$ cat src/logic/rx_cfg_pkg.sv
// Shared constants of the receive frame configuration block.
// Assumes a 32-bit APB register port with word aligned offsets.
package rx_cfg_pkg;

  // Structure of the block.
  localparam int NUM_CHAN = 8;
  localparam int CHAN_W = 3;
  localparam int ADDR_W = 12;
  localparam int DATA_W = 32;

  // Register byte offsets.
  localparam logic [11:0] OFF_UNI_SET = 12'h000;
  localparam logic [11:0] OFF_UNI_CLEAR = 12'h004;
  localparam logic [11:0] OFF_MAX_LEN = 12'h008;
  localparam logic [11:0] OFF_BUF_OFFSET = 12'h00C;
  localparam logic [11:0] OFF_LOW_THRESH = 12'h010;
  // Eight free buffer count words start here, one word per channel.
  localparam logic [11:0] OFF_FREE_BASE = 12'h020;

  // Field widths, all fields start at bit 0.
  localparam int UNI_W = 8;
  localparam int LEN_W = 16;
  localparam int OFFSET_W = 16;
  localparam int THRESH_W = 8;
  localparam int FREE_W = 16;
  localparam int BUFS_W = 8;

  // Reset values.
  localparam logic [7:0] UNI_RESET = 8'h00;
  localparam logic [15:0] MAX_LEN_RESET = 16'h05EE;
  localparam logic [15:0] OFFSET_RESET = 16'h0000;
  localparam logic [7:0] THRESH_RESET = 8'h00;
  localparam logic [15:0] FREE_RESET = 16'h0000;

endpackage

$ cat src/logic/mac_rx_frame_config_regs.sv
// Receive frame configuration registers of the MAC, with APB access.
// Assumes one APB master and synchronous frame and descriptor strobes.
//
// Our own choices: the APB interface to the registers and the placing of the registers.
`timescale 1ns/1ps
module mac_rx_frame_config_regs (
  // Clock and reset.
  input wire logic pclk,
  input wire logic presetn,
  // APB slave.
  input wire logic psel,
  input wire logic penable,
  input wire logic pwrite,
  input wire logic [11:0] paddr,
  input wire logic [31:0] pwdata,
  output logic pready,
  output logic [31:0] prdata,
  output logic pslverr,
  // Finished frame report from the receive path.
  input wire logic frame_done,
  input wire logic [2:0] frame_chan,
  input wire logic [15:0] frame_byte_count,
  input wire logic frame_crc_err,
  input wire logic frame_code_err,
  input wire logic frame_align_err,
  input wire logic [7:0] frame_bufs_used,
  // Frame classification.
  output logic class_valid,
  output logic frame_long,
  output logic frame_oversized,
  output logic frame_jabber,
  // Start-of-packet descriptor fill.
  input wire logic sop_req,
  input wire logic [31:0] sop_buf_addr,
  output logic sop_desc_valid,
  output logic [15:0] sop_desc_offset,
  output logic [31:0] sop_data_addr,
  // Configuration and state seen by the receive path.
  output logic [7:0] rx_unicast_on,
  output logic [7:0] low_prio_filter
);

  logic setup_phase;
  logic wr_go;
  logic [7:0] uni_en;
  logic [15:0] max_frame_bytes;
  logic [15:0] sop_data_offset;
  logic [7:0] low_prio_filter_level;
  logic [7:0] host_inc;
  logic [7:0][15:0] channel_free_buffer_count;
  logic free_hit;
  logic [2:0] free_chan;
  logic [31:0] next_prdata;
  logic next_pslverr;

  // Zero wait states: every access phase completes at once.
  assign pready = 1'b1;
  assign setup_phase = psel & ~penable;
  assign wr_go = psel & penable & pwrite;
  assign rx_unicast_on = uni_en;

  // Free count words are decoded as a block of eight aligned words.
  assign free_hit = (paddr[11:5] == rx_cfg_pkg::OFF_FREE_BASE[11:5]) &&
                    (paddr[1:0] == 2'h0);
  assign free_chan = paddr[4:2];

  // Set and clear act on one vector; set wins when both reach a bit.
  always_ff @(posedge pclk or negedge presetn) begin
    if (!presetn) begin
      uni_en <= rx_cfg_pkg::UNI_RESET;
    end else if (wr_go && paddr == rx_cfg_pkg::OFF_UNI_SET) begin
      uni_en <= uni_en | pwdata[7:0];
    end else if (wr_go && paddr == rx_cfg_pkg::OFF_UNI_CLEAR) begin
      uni_en <= uni_en & ~pwdata[7:0];
    end
  end

  // Maximum frame length, the upper half of the word is dropped.
  always_ff @(posedge pclk or negedge presetn) begin
    if (!presetn) begin
      max_frame_bytes <= rx_cfg_pkg::MAX_LEN_RESET;
    end else if (wr_go && paddr == rx_cfg_pkg::OFF_MAX_LEN) begin
      max_frame_bytes <= pwdata[15:0];
    end
  end

  // One buffer offset for every channel; no per-channel copy is kept.
  always_ff @(posedge pclk or negedge presetn) begin
    if (!presetn) begin
      sop_data_offset <= rx_cfg_pkg::OFFSET_RESET;
    end else if (wr_go && paddr == rx_cfg_pkg::OFF_BUF_OFFSET) begin
      sop_data_offset <= pwdata[15:0];
    end
  end

  // Low priority filter level; zero leaves filtering off.
  always_ff @(posedge pclk or negedge presetn) begin
    if (!presetn) begin
      low_prio_filter_level <= rx_cfg_pkg::THRESH_RESET;
    end else if (wr_go && paddr == rx_cfg_pkg::OFF_LOW_THRESH) begin
      low_prio_filter_level <= pwdata[7:0];
    end
  end

  // A write to a free count word adds to that channel's counter.
  always_comb begin
    host_inc = 8'h00;
    if (wr_go && free_hit) begin
      host_inc[free_chan] = 1'b1;
    end
  end

  // Read data is captured in the setup phase so prdata is a flop;
  // a counter that moves in that one cycle reads one cycle stale.
  always_comb begin
    next_prdata = 32'h0000_0000;
    next_pslverr = 1'b0;
    if (free_hit) begin
      next_prdata = {16'h0000, channel_free_buffer_count[free_chan]};
    end else begin
      case (paddr)
        rx_cfg_pkg::OFF_UNI_SET: begin
          next_prdata = {24'h00_0000, uni_en};
        end
        rx_cfg_pkg::OFF_UNI_CLEAR: begin
          next_prdata = {24'h00_0000, uni_en};
        end
        rx_cfg_pkg::OFF_MAX_LEN: begin
          next_prdata = {16'h0000, max_frame_bytes};
        end
        rx_cfg_pkg::OFF_BUF_OFFSET: begin
          next_prdata = {16'h0000, sop_data_offset};
        end
        rx_cfg_pkg::OFF_LOW_THRESH: begin
          next_prdata = {24'h00_0000, low_prio_filter_level};
        end
        default: begin
          next_pslverr = 1'b1;
        end
      endcase
    end
  end

  // Read data and error answer.
  always_ff @(posedge pclk or negedge presetn) begin
    if (!presetn) begin
      prdata <= 32'h0000_0000;
      pslverr <= 1'b0;
    end else if (setup_phase) begin
      prdata <= pwrite ? 32'h0000_0000 : next_prdata;
      pslverr <= next_pslverr;
    end
  end

  // Descriptor fill answers one cycle after each request.
  always_ff @(posedge pclk or negedge presetn) begin
    if (!presetn) begin
      sop_desc_valid <= 1'b0;
      sop_desc_offset <= 16'h0000;
      sop_data_addr <= 32'h0000_0000;
    end else begin
      sop_desc_valid <= sop_req;
      if (sop_req) begin
        sop_desc_offset <= sop_data_offset;
        sop_data_addr <= sop_buf_addr + {16'h0000, sop_data_offset};
      end
    end
  end

  // Long, oversized and jabber sorting.
  rx_frame_classifier u_classifier (
    .pclk(pclk),
    .presetn(presetn),
    .max_frame_bytes(max_frame_bytes),
    .frame_done(frame_done),
    .frame_byte_count(frame_byte_count),
    .frame_crc_err(frame_crc_err),
    .frame_code_err(frame_code_err),
    .frame_align_err(frame_align_err),
    .class_valid(class_valid),
    .frame_long(frame_long),
    .frame_oversized(frame_oversized),
    .frame_jabber(frame_jabber)
  );

  // Free buffer bookkeeping and filter decisions.
  rx_free_buffer_tracker u_tracker (
    .pclk(pclk),
    .presetn(presetn),
    .host_inc(host_inc),
    .host_inc_value(pwdata[15:0]),
    .frame_done(frame_done),
    .frame_chan(frame_chan),
    .frame_bufs_used(frame_bufs_used),
    .low_prio_filter_level(low_prio_filter_level),
    .channel_free_buffer_count(channel_free_buffer_count),
    .low_prio_filter(low_prio_filter)
  );

  // Per-channel comparison that the filter flags must follow a cycle later.
  logic [7:0] below_level;
  genvar fc;
  generate
    for (fc = 0; fc < rx_cfg_pkg::NUM_CHAN; fc++) begin : g_below
      assign below_level[fc] = channel_free_buffer_count[fc] <
                               {8'h00, low_prio_filter_level};
    end
  endgenerate
endmodule

$ cat src/logic/rx_frame_classifier.sv
// Sorts each finished receive frame into long, oversized and jabber.
// Assumes frame_done is a one-cycle pulse with its count and error flags.
`timescale 1ns/1ps
module rx_frame_classifier (
  // Clock and reset.
  input wire logic pclk,
  input wire logic presetn,
  // Programmed limit.
  input wire logic [15:0] max_frame_bytes,
  // Finished frame report.
  input wire logic frame_done,
  input wire logic [15:0] frame_byte_count,
  input wire logic frame_crc_err,
  input wire logic frame_code_err,
  input wire logic frame_align_err,
  // Classification, one cycle after frame_done.
  output logic class_valid,
  output logic frame_long,
  output logic frame_oversized,
  output logic frame_jabber
);

  logic is_long;
  logic has_err;

  // Equal to the limit is still a legal frame.
  assign is_long = frame_byte_count > max_frame_bytes;
  assign has_err = frame_crc_err | frame_code_err | frame_align_err;

  // Results are held until the next frame replaces them.
  always_ff @(posedge pclk or negedge presetn) begin
    if (!presetn) begin
      class_valid <= 1'b0;
      frame_long <= 1'b0;
      frame_oversized <= 1'b0;
      frame_jabber <= 1'b0;
    end else begin
      class_valid <= frame_done;
      if (frame_done) begin
        frame_long <= is_long;
        frame_oversized <= is_long & ~has_err;
        frame_jabber <= is_long & has_err;
      end
    end
  end

endmodule

$ cat src/logic/rx_free_buffer_tracker.sv
// Per-channel free buffer counters and the low priority filter flags.
// Assumes the host increments and the receive path decrements.
`timescale 1ns/1ps
module rx_free_buffer_tracker (
  // Clock and reset.
  input wire logic pclk,
  input wire logic presetn,
  // Host write-to-increment, one strobe per channel.
  input wire logic [7:0] host_inc,
  input wire logic [15:0] host_inc_value,
  // Buffers consumed by a finished frame.
  input wire logic frame_done,
  input wire logic [2:0] frame_chan,
  input wire logic [7:0] frame_bufs_used,
  // Filter level.
  input wire logic [7:0] low_prio_filter_level,
  // State.
  output logic [7:0][15:0] channel_free_buffer_count,
  output logic [7:0] low_prio_filter
);

  genvar ch;
  generate
    for (ch = 0; ch < rx_cfg_pkg::NUM_CHAN; ch++) begin : g_chan
      logic take;
      logic [15:0] next_count;

      assign take = frame_done && (frame_chan == 3'(ch));

      // Increment and decrement in one cycle both apply; counts wrap.
      always_comb begin
        next_count = channel_free_buffer_count[ch];
        if (host_inc[ch]) begin
          next_count = next_count + host_inc_value;
        end
        if (take) begin
          next_count = next_count - {8'h00, frame_bufs_used};
        end
      end

      // Counter register.
      always_ff @(posedge pclk or negedge presetn) begin
        if (!presetn) begin
          channel_free_buffer_count[ch] <= rx_cfg_pkg::FREE_RESET;
        end else begin
          channel_free_buffer_count[ch] <= next_count;
        end
      end

      // A level of zero never filters, since no count is below zero.
      always_ff @(posedge pclk or negedge presetn) begin
        if (!presetn) begin
          low_prio_filter[ch] <= 1'b0;
        end else begin
          low_prio_filter[ch] <= channel_free_buffer_count[ch] <
                                 {8'h00, low_prio_filter_level};
        end
      end
    end
  endgenerate

endmodule
$ cat config.mk
export PLATFORM = sky130hd
export DESIGN_NAME = mac_rx_frame_config_regs
export DESIGN_NICKNAME = d
export VERILOG_FILES = /design/src/logic/rx_cfg_pkg.sv /design/src/logic/mac_rx_frame_config_regs.sv /design/src/logic/rx_frame_classifier.sv /design/src/logic/rx_free_buffer_tracker.sv
export SDC_FILE = /design/constraint.sdc
export NUM_CORES = 1
export LEC_CHECK = 0
export ABC_AREA = 1
export BUFFER_PORTS_ARGS = -buffer_cell sky130_fd_sc_hd__buf_4
export CAP_MARGIN = 0
export CORE_UTILIZATION = 57
export CTS_CLUSTER_SIZE = 16
export DETAILED_ROUTE_END_ITERATION = 12
export HOLD_SLACK_MARGIN = 0.05
export PLACE_DENSITY = 0.77
export SLEW_MARGIN = 10
export SYNTH_ARGS = -nofsm -noshare
export SYNTH_HDL_FRONTEND = slang
export SYNTH_SLANG_ARGS = --single-unit
$ cat constraint.sdc
create_clock -name pclk -period 4.2 [get_ports pclk]
set_input_delay 0.21 -clock pclk [delete_from_list [all_inputs] [get_ports pclk]]
set_output_delay 0.21 -clock pclk [all_outputs]
set_load 0.03 [all_outputs]
==> run metrics <==
worst slew pin tran=1.12 ns; Reg power frac=24.9%; Post-Route Utilization=65.4%; Hold EP=sop_data_addr[0]; GRT overflow=0; Gate Count Post-Synth=3,893; CTS buffer count=34; wirelength, routed=89,700 um; Final nets=4,507; setup bufs post-CTS=0; Worst R2R Start=u_tracker.channel_free_buffer_count[112]; setup TNS=0 ns; Pleak=0.0153 uW; R2R Path End=u_tracker.channel_free_buffer_count[126]; min Tclk post-route=3.69 ns; die area=46,000 sq um; FF-to-FF path depth=19; max-cap check violation count=0; FP Rows=77; clock share of power=18.0%; global-route wire length before repair=139,000 um; largest net degree at the start of global routing=102; library cells used by synthesis=66; Worst-path clk slew=0.07 ns; CP peak stage delay=0.47 ns; Clock Path Buffers=3; initial antenna violation count=1; data arrival time of the critical path=4.13 ns; Post-synth top cells=nand2_1, inv_1, nand3_1, ha_1, nor2_1; slowest CP cell=fa_1; most repeated library cell on the critical path=nand3_1; Final setup viols=0; RSZ-0062 raised after global routing=no; period utilisation layout=87.9%; Non-Filler Cell Area, Final=29,000 sq um; multi-input logic area=17,100 sq um; crit path capture type=flop; DRT Pass-1 Iters=6; Post-synth EDFFs=0; share of layout cells above drive strength 1=8.80%; hold crit path type=in2reg; area share of the largest cell type after synthesis=23.9%; CTS tree=yes; Worst Hold Depth=4; Die Wd=215 um; post-route ant nets=0; Clk Latency, worst-skew pair=0.55 ns; IO buf count=182; CTS sink cnt=254; Worst Path Max Fanout=5; Area Overhead vs Synth=12.8%; crit-path cells=ha_1 -> fa_1 -> nand3_1 -> nand3_1 -> xnor2_1 -> o21ai_0 -> ha_1 -> nand2_1 -> inv_1 -> nand4_1 -> nand3_1 -> nand3_1 -> nand3_1 -> nor2_1 -> nand3_1 -> nor2_1 -> nand2_1 -> nand2_1 -> nand2_1; pwr dens=546 nW/um^2; Internal Pwr Total=8120 uW; Net Sw Frac=48.7%; ys async rst share=100%; Routed WL per cell=19.0 um; Setup CP Type=reg2reg; top_reg_cell synth=dfrtp_1; initial DRC count=2,518; Initial Util=58.0%; Post-DP Area=27,800 sq um; vias in the first global route=25,100; Final Max Slew Viols=0; register area share after synthesis=24.7%; fmax=0.271 GHz; combinational power share=57.1%; I/O pin count=216; r2r setup slk=0.51 ns; Die Height=215 um; Synth Cell Area=25,800 sq um; Max-slew headroom=25.0%; DPL Wire Length=69,000 um; fillers=4,113; # H-tree levels=2; main area contributors after synthesis=dfrtp_1, nand2_1, ha_1, inv_1, nand3_1; gpl congestion=1.03; most frequent cell after synthesis=nand2_1; mean post-synth cell area=6.62 sq um; GRT Total Usage=38.7%; CORE AREA=44,400 sq um; maximum VDD drop=397 uV; Hold Vio Cnt, Final=0; routed vias/inst=5.76; vias=27,200; min-delay src=sop_buf_addr[0]; Synth Register Bits=254; status=completed; WP data required=4.64 ns; Synthesis Warnings=0; clock root cell=clkbuf_16; Worst Setup Start Kind=flop; skew final=0.0144 ns; switching power=7730 uW; leading area contributor after synthesis=dfrtp_1; DRC=0; register area=6370 sq um
[power groups by stage]
stage / clock network, uW / logic, uW / registers (uW)
floorplan: 0 / 6930 / 3540
global placement: 0 / 8650 / 3920
detailed placement: 0 / 8810 / 3920
CTS: 2860 / 8880 / 3880
global route: 2970 / 10300 / 3960
finish: 2860 / 9040 / 3950
[sequential cells by signal, indices dropped and copies added (netlist names), named ones only]
| register | flops |
|---|---|
| u_tracker.channel_free_buffer_count | 128 |
| sop_data_addr | 32 |
| sop_data_offset | 16 |
| prdata | 16 |
| pslverr | 1 |
| max_frame_bytes | 16 |
| u_classifier.frame_long | 1 |
| u_classifier.frame_jabber | 1 |
| sop_desc_offset | 16 |
| u_tracker.low_prio_filter | 8 |
| sop_desc_valid | 1 |
| u_classifier.class_valid | 1 |
| u_classifier.frame_oversized | 1 |
| low_prio_filter_level | 8 |
[area by class of cell]
type                       count  area share, %
antenna                        3         0.0258
clock buffer                  48           3.36
clock inverter                10          0.297
inverter                     543           7.03
multi-input combinational   3046           58.7
sequential                   254           21.9
tap                          592           2.55
timing repair buffer         226           6.08
[cells by family (layout without fill, tap and decap cells)]
kind of cell	Yosys count	in the layout	synth area share (%)
AO/OA/AOI/OAI	577	577	12.9
XOR/XNOR	124	124	4.25
adder cells (fa/ha/maj)	289	289	14.5
buffers and inverters	608	827	9.26
flip-flops	254	254	24.7
multiplexers	19	19	0.738
other	2	20	0.0292
AND/OR/NAND/NOR	2020	2020	33.5
[worst max-delay path by stage]
stage	start	endpoint	slack, ns	cells after the start
3_3_place_gp	paddr[6]	u_tracker.channel_free_buffer_count[78]	0.50	22
4_1_cts	u_tracker.channel_free_buffer_count[112]	u_tracker.channel_free_buffer_count[126]	0.57	19
2_1_floorplan	penable	u_tracker.channel_free_buffer_count[28]	1.15	19
5_1_grt	u_tracker.channel_free_buffer_count[112]	u_tracker.channel_free_buffer_count[126]	0.17	19
3_5_place_dp	paddr[6]	u_tracker.channel_free_buffer_count[78]	0.41	22
6_report	u_tracker.channel_free_buffer_count[112]	u_tracker.channel_free_buffer_count[126]	0.51	19
[timing repair]
action / in CTS / in global routing
hold buffers: 20 / 0
resized for setup: 0 / 0
endpoints found under the hold margin: 114 / 0
[critical path, delay by kind of cell (launching register included)]
family | cells | cell delay, ns
AOI/OAI and AO/OA | 1 | 0.17
xor gates and xnor gates | 1 | 0.29
adders and majority gates | 3 | 1.11
buffers and inverters | 1 | 0.05
DFF | 1 | 0.43
and+or+nand+nor | 13 | 1.51
[per-layer routing]
metal	track usage (%)	vias to the layer above	share of wire, %
li1	-	13200	-
met1	51.9	12400	41
met2	60.7	1312	43
met3	6.35	249	10
met4	19.1	0	5.3
met5	0	-	0
[metrics by stage]
stage / worst slack (ns) / hold WS (ns) / power, uW / cells
finish: 0.508 / 0.0746 / 15900 / 4722
global route: 0.170 / 0.0960 / 17200 / 4719
CTS: 0.572 / 0.0654 / 15600 / 4719
detailed placement: 0.413 / 0.312 / 12700 / 4641
global placement: 0.498 / 0.316 / 12600 / 4641
floorplan: 1.15 / -0.0856 / 10500 / 3908
[cell usage in the layout (no fill, tap or decap), drive strengths merged, types with 7 or more instances in the layout]
cell type,n
a21oi,167
o211ai,19
o21a,23
o21bai,10
a31oi,25
mux2i,19
nand3b,10
dfrtp,246
inv,539
o22ai,42
or2,17
dlygate4sd3,20
ha,272
a21boi,7
nand3,296
a21o,9
nor3,48
o221ai,16
and2,17
nand4,62
nand2,1265
nor2,289
buf,206
o31ai,7
xnor2,82
clkbuf,48
clkinv,10
conb,17
o21ai,223
dfstp,8
xor2,42
fa,17
nor4,14
Power figures use the tool's default switching activity.
